`src/inc/dum_pkg.sv`:
```
// constants shared by the modem pin control block
package dum_pkg;
    localparam int          CHANNELS     = 2;
    localparam int          MCR_W        = 8;
    localparam int          MSR_W        = 8;
    localparam int          PINS_IN      = 4;
    // modem control register field positions
    localparam int          MCR_TERM_BIT = 0;
    localparam int          MCR_SEND_BIT = 1;
    localparam int          MCR_AUX_BIT  = 3;
    localparam logic [7:0]  MCR_RESET    = 8'h00;
    // synchronised status vector order, all active low
    localparam int          IN_CLEAR     = 0;
    localparam int          IN_SET_READY = 1;
    localparam int          IN_RING      = 2;
    localparam int          IN_CARRIER   = 3;
    localparam logic [3:0]  IN_IDLE      = 4'hf;
    // status register: low nibble change flags, high nibble levels
    localparam int          MSR_LVL_LSB  = 4;
    localparam logic [3:0]  DELTA_RESET  = 4'h0;
    localparam int          SYNC_STAGES  = 2;
endpackage : dum_pkg

```
`src/core/dum_sync.sv`:
```
// two flip-flop synchroniser for the asynchronous modem status pins
`timescale 1ns/1ps
module dum_sync #(
    parameter int         W         = 8,
    parameter logic [W-1:0] IDLE    = '1
) (
    input  wire logic         sys_clk,
    input  wire logic         rst_n,
    input  wire logic         ce,
    input  wire logic [W-1:0] async_in,
    output logic      [W-1:0] sync_out
);
    logic [W-1:0] stage1;

    // stage1 is read only by the second stage
    always_ff @(posedge sys_clk) begin
        if (!rst_n) begin
            stage1   <= IDLE;
            sync_out <= IDLE;
        end else if (ce) begin
            stage1   <= async_in;
            sync_out <= stage1;
        end
    end
endmodule : dum_sync

```
`src/core/dum_top.sv`:
```
// modem control and modem status pin logic for both uart channels
`timescale 1ns/1ps

module dum_top (
    input  wire logic       sys_clk,
    input  wire logic       rst_n,
    input  wire logic       ce,
    // control register write and status read strobes from the bus side
    input  wire logic [7:0] mcr_wdata,
    input  wire logic       mcr_wr_a,
    input  wire logic       mcr_wr_b,
    input  wire logic       msr_rd_a,
    input  wire logic       msr_rd_b,
    output logic      [7:0] modem_control_reg_a,
    output logic      [7:0] modem_control_reg_b,
    output logic      [7:0] modem_status_a,
    output logic      [7:0] modem_status_b,
    // interrupt requests from the channel cores
    input  wire logic       irq_req_a,
    input  wire logic       irq_req_b,
    // line side pins
    output logic            term_ready_out_a_n,
    output logic            term_ready_out_b_n,
    output logic            send_request_out_a_n,
    output logic            send_request_out_b_n,
    output logic            aux_out_a_n,
    output logic            aux_out_b_n,
    output logic            irq_out_a,
    output logic            irq_out_a_oe_n,
    output logic            irq_out_b,
    output logic            irq_out_b_oe_n,
    input  wire logic       set_ready_in_a_n,
    input  wire logic       set_ready_in_b_n,
    input  wire logic       carrier_in_a_n,
    input  wire logic       carrier_in_b_n,
    input  wire logic       ring_in_a_n,
    input  wire logic       ring_in_b_n,
    input  wire logic       clear_send_in_a_n,
    input  wire logic       clear_send_in_b_n
);
    localparam int CH  = dum_pkg::CHANNELS;
    localparam int NIN = dum_pkg::PINS_IN;

    logic [dum_pkg::MCR_W-1:0] modem_control_reg      [CH];
    logic [dum_pkg::MSR_W-1:0] msr      [CH];
    logic [NIN-1:0]            pin_sync [CH];
    logic [NIN-1:0]            pin_prev [CH];
    logic [NIN-1:0]            delta    [CH];
    logic [NIN-1:0]            next_delta [CH];
    logic [CH-1:0]             mcr_wr;
    logic [CH-1:0]             msr_rd;
    logic [CH-1:0]             irq_req;
    logic [CH-1:0]             irq_q;
    logic [2*NIN-1:0]          pins_raw;
    logic [2*NIN-1:0]          pins_sync;

    // change events: any edge on cts, set-ready, carrier; ring only
    // when it goes inactive, so a ringing line flags once per burst
    function automatic logic [3:0] dum_events(input logic [3:0] now,
                                              input logic [3:0] was);
        logic [3:0] ev;
        ev = now ^ was;
        ev[dum_pkg::IN_RING] = now[dum_pkg::IN_RING]
                               & ~was[dum_pkg::IN_RING];
        return ev;
    endfunction : dum_events

    assign mcr_wr  = {mcr_wr_b, mcr_wr_a};
    assign msr_rd  = {msr_rd_b, msr_rd_a};
    assign irq_req = {irq_req_b, irq_req_a};

    assign pins_raw = {carrier_in_b_n, ring_in_b_n, set_ready_in_b_n,
                       clear_send_in_b_n,
                       carrier_in_a_n, ring_in_a_n, set_ready_in_a_n,
                       clear_send_in_a_n};

    dum_sync #(
        .W    (2*NIN),
        .IDLE ({dum_pkg::IN_IDLE, dum_pkg::IN_IDLE})
    ) u_sync (
        .sys_clk  (sys_clk),
        .rst_n    (rst_n),
        .ce       (ce),
        .async_in (pins_raw),
        .sync_out (pins_sync)
    );

    assign pin_sync[0] = pins_sync[NIN-1:0];
    assign pin_sync[1] = pins_sync[2*NIN-1:NIN];

    // control register per channel, written by the bus side
    always_ff @(posedge sys_clk) begin
        for (int c = 0; c < CH; c++) begin
            if (!rst_n) begin
                modem_control_reg[c] <= dum_pkg::MCR_RESET;
            end else if (ce && mcr_wr[c]) begin
                modem_control_reg[c] <= mcr_wdata;
            end
        end
    end

    // interrupt level is registered so the pin never glitches
    always_ff @(posedge sys_clk) begin
        if (!rst_n) begin
            irq_q <= '0;
        end else if (ce) begin
            irq_q <= irq_req;
        end
    end

    // status inputs only feed the status register, never the datapath
    always_comb begin
        for (int c = 0; c < CH; c++) begin
            next_delta[c] = (msr_rd[c] ? dum_pkg::DELTA_RESET : delta[c])
                            | dum_events(pin_sync[c], pin_prev[c]);
        end
    end

    // a new event in the read cycle survives the clear
    always_ff @(posedge sys_clk) begin
        for (int c = 0; c < CH; c++) begin
            if (!rst_n) begin
                pin_prev[c] <= dum_pkg::IN_IDLE;
                delta[c]    <= dum_pkg::DELTA_RESET;
            end else if (ce) begin
                pin_prev[c] <= pin_sync[c];
                delta[c]    <= next_delta[c];
            end
        end
    end

    always_comb begin
        for (int c = 0; c < CH; c++) begin
            msr[c] = {~pin_sync[c], delta[c]};
        end
    end

    assign modem_status_a      = msr[0];
    assign modem_status_b      = msr[1];
    assign modem_control_reg_a = modem_control_reg[0];
    assign modem_control_reg_b = modem_control_reg[1];

    assign term_ready_out_a_n   = ~modem_control_reg[0][dum_pkg::MCR_TERM_BIT];
    assign term_ready_out_b_n   = ~modem_control_reg[1][dum_pkg::MCR_TERM_BIT];
    assign send_request_out_a_n = ~modem_control_reg[0][dum_pkg::MCR_SEND_BIT];
    assign send_request_out_b_n = ~modem_control_reg[1][dum_pkg::MCR_SEND_BIT];

    // aux pin and interrupt enable share one bit; using the aux pin as
    // a spare output would float or drive the interrupt line with it
    assign aux_out_a_n    = ~modem_control_reg[0][dum_pkg::MCR_AUX_BIT];
    assign aux_out_b_n    = ~modem_control_reg[1][dum_pkg::MCR_AUX_BIT];
    assign irq_out_a_oe_n = ~modem_control_reg[0][dum_pkg::MCR_AUX_BIT];
    assign irq_out_b_oe_n = ~modem_control_reg[1][dum_pkg::MCR_AUX_BIT];
    assign irq_out_a      = irq_q[0];
    assign irq_out_b      = irq_q[1];

    logic [CH-1:0] aux_n;
    logic [CH-1:0] oe_n;
    logic [CH-1:0] dtr_n;
    logic [CH-1:0] rts_n;
    assign aux_n = {aux_out_b_n, aux_out_a_n};
    assign oe_n  = {irq_out_b_oe_n, irq_out_a_oe_n};
    assign dtr_n = {term_ready_out_b_n, term_ready_out_a_n};
    assign rts_n = {send_request_out_b_n, send_request_out_a_n};

    for (genvar g = 0; g < CH; g++) begin : g_chk

    end
endmodule : dum_top

```
`config.mk`:
```
export PLATFORM = sky130hd
export DESIGN_NAME = dum_top
export DESIGN_NICKNAME = d
export VERILOG_FILES = /design/src/inc/dum_pkg.sv /design/src/core/dum_sync.sv /design/src/core/dum_top.sv
export SDC_FILE = /design/constraint.sdc
export NUM_CORES = 1
export LEC_CHECK = 0
export BUFFER_PORTS_ARGS = -buffer_cell sky130_fd_sc_hd__buf_2
export CAP_MARGIN = 10
export CELL_PAD_IN_SITES_DETAIL_PLACEMENT = 1
export CELL_PAD_IN_SITES_GLOBAL_PLACEMENT = 1
export CORE_ASPECT_RATIO = 0.5
export CORE_MARGIN = 2
export CORE_UTILIZATION = 38
export DETAILED_ROUTE_END_ITERATION = 8
export HOLD_SLACK_MARGIN = 0.08
export PLACE_DENSITY = 0.8
export SYNTH_ARGS = -nofsm -noshare
export SYNTH_HDL_FRONTEND = slang
export SYNTH_SLANG_ARGS = --single-unit
```
`constraint.sdc`:
```
create_clock -name sys_clk -period 1.7 [get_ports sys_clk]
set_clock_uncertainty 0.15 [all_clocks]
set_input_delay 0.085 -clock sys_clk [delete_from_list [all_inputs] [get_ports sys_clk]]
set_output_delay 0.085 -clock sys_clk [all_outputs]
set_load 0.01 [all_outputs]
```
==> flow_summary.yaml, run 1 <==
grt:
  grt_pass1_vias: 1646
  top_usage_layer: "met2"
  grt_pass1_wl_mm: 8.618
  grt_overflow: 0
  grtUsageMet2_pct: 38.03
  grt_max_degree: 25
  antenna_found_initial: 0
  grt_util_met1_pct: 24.05
  use_met3_pct: 3.630
  groute.usage.overall_pct: 19.91
timing:
  slew_violations: 0
  fmax_mhz: 626.8
  fin_crit_sh_pct: 93.85
  setup_viol_count_final: 0
  final_hold_viol_count: 0
  fin_setup_tns_ns: 0
  fin_crit_ns: 1.595
  rsz0062_at_grt: "no"
  worst_slack_ns: 0.1046
  worst_slew_pin_slew_ns: 0.3925
  worst_slew_margin_rel_pct: 73.83
power:
  intPower_mw: 1.837
  p_per_area_nw_per_um2: 876.8
  p_leak_nw: 1.314
  p_sw_mw: 0.6462
  combPwrFrac_pct: 14.9
  peakVddDrop_v: 0.0003688
  power_frac_clock_pct: 28.2
  p_seq_share_pct: 56.8
  switching_share_pct: 26.02
detailed_routing:
  dr.pass1.iters: 6
  num_vias: 1613
  post_drt_via_cell_ratio: 4.744
  drt_iter0_drc: 56
  ant_nets: 0
  wl_per_cell_um: 16.54
  drc: 0
  wl_mm: 5.623
final_layout:
  layout.nets: 294
  synthToLayoutAreaGrowth_pct: 43.02
  diodes: 0
  post_layout_nonfiller_instances: 340
  finalInstanceArea_um2: 2833
  multiInputGateArea_um2: 550.5
  num-fill-cells: 539
  seqCellArea_um2: 1321
  largest_register_ffs: 16
  drive_above_1_share_pct: 29.26
critical_path:
  cp.required_ns: 1.75
  worstSetupPathType: "in -> reg"
  rr_startpoint: "u_sync.stage1[6]"
  critical-path-top-delay-family: "buffers and inverters"
  cp_common_cell: "dlygate4sd3_1"
  r2r_cells: 3
  crit_path_end_kind: "flop"
  critPathLaunchType: "input port"
  worst-path-max-fanout: 20
  ff2ff_setup_slack_ns: 0.31
  slowest_delay_ns: 0.57
  cpMaxStageDelayCell: "dlygate4sd3_1"
  crit_arrival_ns: 1.65
  critical_path_buf_inv_count: 4
  r2r_end: "u_sync.stage1[6]"
  crit_path_cell_trace: "buf_2, dlygate4sd3_1, buf_4, nand2_1, dlygate4sd3_1"
clock_network:
  root_buffer: "clkbuf_8"
  clockBufferDepth: 2
  postCtsSetupRepairBufs: 0
  clock_sinks: 50
  cts_resized: 0
  cts_tree: "yes"
  insertion_delay_ns: 0.30
  cts_buffers: 5
  htreeDepth: 2
  cts.clk_slew.worst_paths_ns: 0.10
place:
  hpwlAfterDp_mm: 3.247
  dpl_cell_area_um2: 2372
  placedCellCount: 295
  pre_cts_ws_ns: 0.3660
  port_buffers: 66
  gp_congestion: 0.7416
die:
  die_w_um: 106.1
  start_util_pct: 39.79
  io_pins: 67
  die-area_um2: 5841
  coreArea_um2: 4977
  placementRows: 18
  die_h_um: 55.05
synth:
  synth_cells: 164
  netlist.area_leader.share_pct: 48.52
  yosysSeqAreaShare_pct: 66.71
  synth_area_leader_cell: "edfxtp_1"
  synth-seq-cells: 50
  yosysWarnings: 0
  syn_area_um2: 1981
  syn_nets: 189
  yosys.cell_types.count: 15
  yosys-top-cells-area: "edfxtp_1, dfxtp_1, nand2_1, and3_1, mux2i_1"
  syn-mean-instance-area_um2: 12.08
status:
  status: "finished clean"
worst_hold_path:
  hold-path-endpoint: "u_sync.sync_out[3]"
  hold_depth: 3
  min_from: "ce"
  hold_class: "in -> reg"
flow_run:
  maxCapViolations: 0
layer usage:
metal | wire length [um] | vias to the layer above
met1 | 2427 | 790
met4 | 80 | 0
met5 | 0 | -
li1 | - | 764
met2 | 2891 | 50
met3 | 223 | 9
stage by stage:
| step | hold WS (ns) | util (%) | total power [mW] |
|---|---|---|---|
| 2_1_floorplan | 0.06340 | - | 1.588 |
| 3_3_place_gp | 0.1501 | 47.66 | 1.711 |
| 3_5_place_dp | 0.1662 | 47.66 | 1.728 |
| 4_1_cts | 0.1710 | 56.91 | 2.459 |
| 5_1_grt | 0.2193 | 56.91 | 2.580 |
| 6_report | 0.1899 | 56.91 | 2.484 |
worst register-to-register path, stage by stage, from the launching register on:
cell and delay [ns]:
dfxtp_1 0.33, mux2i_1 0.16, nand2_1 0.08, dlygate4sd3_1 0.56
area by class of cell:
type	count	area share, %
Multi-Input combinational cell	91	19.43
Timing Repair Buffer	107	25.80
Tap cell	70	3.092
Clock inverter	3	0.7509
Sequential cell	50	46.64
Clock buffer	5	2.429
Inverter	14	1.855
cell usage after synthesis:
cell type  instances
edfxtp_1          32
mux2i_1           10
a21oi_1            8
nand2_1           29
nand2b_1          11
dfxtp_1           18
xnor2_1            6
o211ai_1           8
buf_4              5
clkbuf_1           1
and2_2             1
buf_2              3
nor2b_1            2
inv_1             14
and3_1            16
layout by cell type, fill, tap and decap left out:
| cell type | synthesis | layout |
|---|---|---|
| nand2b_1 | 11 | 11 |
| mux2i_1 | 10 | 10 |
| dlygate4sd3_1 | 0 | 37 |
| nor2b_1 | 2 | 2 |
| buf_2 | 3 | 66 |
| edfxtp_1 | 32 | 32 |
| and3_1 | 16 | 16 |
| clkinv_4 | 0 | 1 |
| buf_4 | 5 | 4 |
| nand2_1 | 29 | 29 |
| o211ai_1 | 8 | 8 |
| and2_2 | 1 | 1 |
| clkinvlp_4 | 0 | 1 |
| a21oi_1 | 8 | 8 |
| dfxtp_1 | 18 | 18 |
| inv_1 | 14 | 14 |
| clkinv_2 | 0 | 1 |
| xnor2_1 | 6 | 6 |
| clkbuf_8 | 0 | 5 |
cell families after synthesis:
kind of cell / Yosys count / share of synthesized area (%)
buffers and inverters: 23 / 5.496
AO/OA/AOI/OAI: 16 / 5.054
XOR/XNOR: 6 / 2.653
flip-flops: 50 / 66.71
AND/OR/NAND/NOR: 59 / 15.03
multiplexers: 10 / 5.054
what timing repair did:
action / 4_1_cts / 5_1_grt
hold endpoints to repair: 33 / 0
hold buffers: 37 / 0
setup endpoints to repair: 0 / 0
worst max-delay path by stage:
stage	startpoint	end	slack (ns)	cells past startpoint
final	rst_n	u_sync.stage1[5]	0.10	5
after detailed placement	ce	delta[1][0]	0.37	4
after CTS	mcr_wr_a	modem_control_reg[0][6]	0.15	4
after global placement	ce	delta[1][2]	0.42	4
after floorplan	ce	delta[0][0]	0.45	2
after global routing	rst_n	u_sync.stage1[0]	0.04	5
power groups by stage:
stage / clock [mW] / sequential, mW / combinational, mW
after floorplan: 0 / 1.45 / 0.136
after detailed placement: 0 / 1.43 / 0.294
after global placement: 0 / 1.43 / 0.282
final: 0.701 / 1.41 / 0.371
after global routing: 0.755 / 1.42 / 0.404
after CTS: 0.692 / 1.41 / 0.359
No activity file was read; power rests on OpenSTA's default activity.
==> inputs of run 2 (changes only) <==
- CORE_MARGIN: 2 -> 5
- clock period: 1.7 -> 1.78 ns (I/O delays scaled with it)
==> run 2 against run 1 <==
First-iteration DRC count up 13%. Critical path depth unchanged. Sequential power down 4%. Non-clock buffer count down 5. Cell count down 1.5%. Wire length up 8.2%. Critical path type unchanged. Critical endpoint is now u_sync.stage1[4]. Largest cell class unchanged.
==> flow_summary.yaml, run 2 (synthesis results as in run 1) <==
critical_path:
  ff2ff_setup_slack_ns: 0.29
  worst-path-max-fanout: 13
  worstSetupPathType: "in -> reg"
  critPathLaunchType: "input port"
  crit_arrival_ns: 1.68
  crit_path_end_kind: "flop"
  cp.required_ns: 1.83
grt:
  grt_max_degree: 25
  groute.usage.overall_pct: 18.87
  grt_pass1_vias: 1813
  grt_overflow: 0
  grt_pass1_wl_mm: 9.570
  antenna_found_initial: 0
die:
  coreArea_um2: 4977
  die_h_um: 61.05
  start_util_pct: 39.79
  die_w_um: 112.1
  die-area_um2: 6844
  placementRows: 18
  io_pins: 67
clock_network:
  cts_tree: "yes"
  postCtsSetupRepairBufs: 0
  cts_buffers: 5
  insertion_delay_ns: 0.31
  htreeDepth: 2
  clock_sinks: 50
  root_buffer: "clkbuf_8"
  cts_resized: 0
  cts.clk_slew.worst_paths_ns: 0.09
  clockBufferDepth: 2
  postCtsHoldBufs: 33
final_layout:
  post_layout_nonfiller_instances: 335
  largest_register_ffs: 16
  layout.nets: 289
  synthToLayoutAreaGrowth_pct: 41.95
  finalInstanceArea_um2: 2811
  drive_above_1_share_pct: 29.06
  diodes: 0
  final_cell_mix: "buf_2, dlygate4sd3_1, edfxtp_1"
  num-fill-cells: 534
  mostFrequentLayoutCell: "buf_2"
timing:
  setup_viol_count_final: 0
  fin_setup_tns_ns: 0
  worst_slew_pin_slew_ns: 0.3916
  rsz0062_at_grt: "no"
  worst_slack_ns: 0.1473
  fin_crit_sh_pct: 91.73
  fmax_mhz: 612.5
  final_hold_viol_count: 0
  worst_slew_margin_rel_pct: 73.89
  slew_violations: 0
  fin_crit_ns: 1.633
worst_hold_path:
  hold_class: "in -> reg"
detailed_routing:
  drt_iter0_drc: 63
  post_drt_via_cell_ratio: 4.794
  wl_mm: 6.086
  wl_per_cell_um: 18.17
  dr.pass1.iters: 4
  drc: 0
  num_vias: 1606
  ant_nets: 0
power:
  p_leak_nw: 1.301
  peakVddDrop_v: 0.0004275
  p_total_mw: 2.537
  p_per_area_nw_per_um2: 902.4
place:
  gp_congestion: 0.6688
  placedCellCount: 294
  pre_cts_ws_ns: 0.3608
  hpwlAfterDp_mm: 3.447
  dpl_cell_area_um2: 2365
  port_buffers: 66
flow_run:
  maxCapViolations: 0
status:
  status: "finished clean"
[run 2: critical path, stage by stage]
cell and delay [ns]:
dlygate4sd3_1 0.52, buf_2 0.21, buf_4 0.24, nand2_1 0.08, dlygate4sd3_1 0.55
[run 2: worst paths after layout]
| kind | start | to | cells after the start |
|---|---|---|---|
| min reg2reg | u_sync.stage1[2] | u_sync.stage1[2] | 2 |
| max reg2reg | u_sync.stage1[3] | u_sync.stage1[3] | 3 |
| max | rst_n | u_sync.stage1[4] | 5 |
| min | ce | u_sync.sync_out[2] | 2 |
[run 2: where the power goes]
part | switching [mW] | internal (mW) | total (mW)
Clock | 0.377 | 0.459 | 0.836
Sequential | 0.0404 | 1.31 | 1.35
Combinational | 0.188 | 0.164 | 0.353
Total | 0.606 | 1.93 | 2.54
[run 2: metal layers]
layer | wire length, um | track usage, % | part of all wire, % | vias to the layer above
li1 | - | - | - | 752
met1 | 2424 | 20.22 | 40 | 784
met2 | 3140 | 35.56 | 52 | 55
met3 | 315 | 5.299 | 5.2 | 15
met4 | 206 | 9.932 | 3.4 | 0
met5 | 0 | 0 | 0 | -
[run 2: area by class of cell]
| cell class | instances | area [um^2] | area share, % |
|---|---|---|---|
| tap | 70 | 87.58 | 3.115 |
| inverter | 14 | 52.55 | 1.869 |
| sequential | 50 | 1321 | 47.00 |
| clock buffer | 7 | 86.33 | 3.071 |
| clock inverter | 1 | 30.03 | 1.068 |
| multi-input combinational | 91 | 550.5 | 19.58 |
| timing repair buffer | 102 | 683.2 | 24.30 |
[run 2: per-stage QoR]
step	utilization [%]	hold slack [ns]
after floorplan	-	0.06740
after global placement	47.51	0.1538
after detailed placement	47.51	0.1677
after CTS	56.49	0.08127
after global routing	56.49	0.1307
final	56.49	0.1145
==> inputs of run 3 (changes only) <==
- CORE_UTILIZATION: 38 -> 34
- PLACE_DENSITY: 0.8 -> 0.76
- clock period: 1.78 -> 1.3 ns (I/O delays scaled with it)
==> run 3 against run 2 <==
Worst hold slack better by 0.020 ns. Design area up 0.93%. Wire length down 11%. Die area up 10%. Worst setup slack worse by 0.027 ns. Cell count down 0.60%. Power up 48%. Core utilization down 5.5 points. Clock power up 72%. Sequential power up 36%. Count of clock-buffer cells in the layout down 1. Critical path type unchanged. Critical endpoint is now u_sync.sync_out[3]. Largest power group unchanged. Highest routed layer unchanged.
==> flow_summary.yaml, run 3 (synthesis results as in run 1) <==
status:
  status: "finished clean"
timing:
  worst_slack_ns: 0.1204
  fmax_mhz: 847.7
  slew_violations: 0
  worst_slew_margin_rel_pct: 75.10
  final_hold_viol_count: 0
  fin_crit_ns: 1.180
  rsz0062_at_grt: "no"
  fin_crit_sh_pct: 90.74
  worst_slew_pin_slew_ns: 0.3726
  setup_viol_count_final: 0
  fin_setup_tns_ns: 0
final_layout:
  seqCellArea_um2: 1321
  drive_above_1_share_pct: 30.38
  num-fill-cells: 625
  diodes: 0
  largest_register_ffs: 16
  mostFrequentLayoutCell: "buf_2"
  multiInputGateArea_um2: 550.5
  layout.nets: 284
  post_layout_nonfiller_instances: 333
  synthToLayoutAreaGrowth_pct: 43.27
  final_cell_mix: "buf_2, edfxtp_1, nand2_1"
critical_path:
  rr_startpoint: "pin_prev[1][0]"
  cp.required_ns: 1.30
  worstSetupPathType: "in -> reg"
  r2r_cells: 2
  worst-path-max-fanout: 7
  slowest_delay_ns: 0.74
  crit_path_start: "rst_n"
  r2r_end: "delta[1][0]"
  cpMaxStageDelayCell: "dlygate4sd3_1"
  crit_path_end_kind: "flop"
  critPathLaunchType: "input port"
  crit_path_cell_trace: "buf_2, buf_4, dlygate4sd3_1, o211ai_1"
  crit_end: "u_sync.sync_out[3]"
  crit_arrival_ns: 1.18
  ff2ff_setup_slack_ns: 0.16
detailed_routing:
  ant_nets: 0
  dr.pass1.iters: 4
  drt_iter0_drc: 45
  num_vias: 1544
  drc: 0
  wl_mm: 5.419
  post_drt_via_cell_ratio: 4.637
  wl_per_cell_um: 16.27
power:
  p_per_area_nw_per_um2: 1323
  peakVddDrop_v: 0.0008108
  p_leak_nw: 1.332
  p_total_mw: 3.755
clock_network:
  root_buffer: "clkbuf_16"
  clock_sinks: 50
  cts.clk_slew.worst_paths_ns: 0.06
  insertion_delay_ns: 0.28
  clockBufferDepth: 2
  cts_buffers: 5
  cts_tree: "yes"
  htreeDepth: 2
place:
  pre_cts_ws_ns: 0.09905
  hpwlAfterDp_mm: 3.454
  placedCellCount: 299
  gp_congestion: 0.6992
  port_buffers: 66
grt:
  grt_overflow: 0
  antenna_found_initial: 0
  groute.usage.overall_pct: 14.89
  grt_max_degree: 28
  grt_pass1_wl_mm: 8.887
  grt_pass1_vias: 1733
die:
  die_h_um: 63.97
  die-area_um2: 7545
  coreArea_um2: 5563
  placementRows: 19
  die_w_um: 117.9
  start_util_pct: 35.61
  io_pins: 67
flow_run:
  maxCapViolations: 0
worst_hold_path:
  hold_class: "in -> reg"
run 3: how the worst min path moves through the flow:
stage                            from                 end  slack, ns  cells after the start
detailed placement        ring_in_a_n    u_sync.stage1[2]       0.14                      3
global route                       ce  u_sync.sync_out[3]       0.15                      3
floorplan              carrier_in_a_n    u_sync.stage1[3]       0.04                      2
global placement    clear_send_in_a_n    u_sync.stage1[0]       0.13                      3
CTS                                ce  u_sync.sync_out[3]       0.12                      3
finish                             ce  u_sync.sync_out[7]       0.13                      3
run 3: cell type report:
cell class,count,area share (%)
multi-input combinational,91,19.40
inverter,14,1.852
timing repair buffer,97,23.10
clock inverter,2,1.323
clock buffer,6,4.541
tap,73,3.219
sequential,50,46.56
run 3: critical path, delay by kind of cell:
| kind | cells | cell delay, ns |
|---|---|---|
| compound gates | 1 | 0.15 |
| buf+inv | 3 | 0.97 |
run 3: through the flow:
step / hold slack [ns] / area (um^2) / utilization [%]
4_1_cts: 0.1172 / 2825 / 50.79
2_1_floorplan: 0.04340 / 1981 / -
5_1_grt: 0.1483 / 2838 / 51.01
6_report: 0.1346 / 2838 / 51.01
3_3_place_gp: 0.1288 / 2409 / 43.30
3_5_place_dp: 0.1419 / 2409 / 43.30
run 3: repair_timing:
item	CTS	global route
endpoints found under the hold margin	38	7
hold buffers	25	2
endpoints found under the setup margin	0	1
buffers inserted	0	0
gates resized for setup	0	1
run 3: where the power goes:
part / total, mW / switching [mW] / internal (mW) / leakage, nW
clock network: 1.44 / 0.534 / 0.908 / 0.0771
registers: 1.84 / 0.0514 / 1.79 / 0.462
logic: 0.469 / 0.247 / 0.222 / 0.793
run 3: metal layers:
| metal | global-route usage (%) | up-vias | part of all wire [%] |
|---|---|---|---|
| li1 | - | 748 | - |
| met1 | 17.67 | 749 | 42 |
| met2 | 27.39 | 45 | 52 |
| met3 | 3.700 | 2 | 4.9 |
| met4 | 3.863 | 0 | 0.65 |
| met5 | 0 | - | 0 |
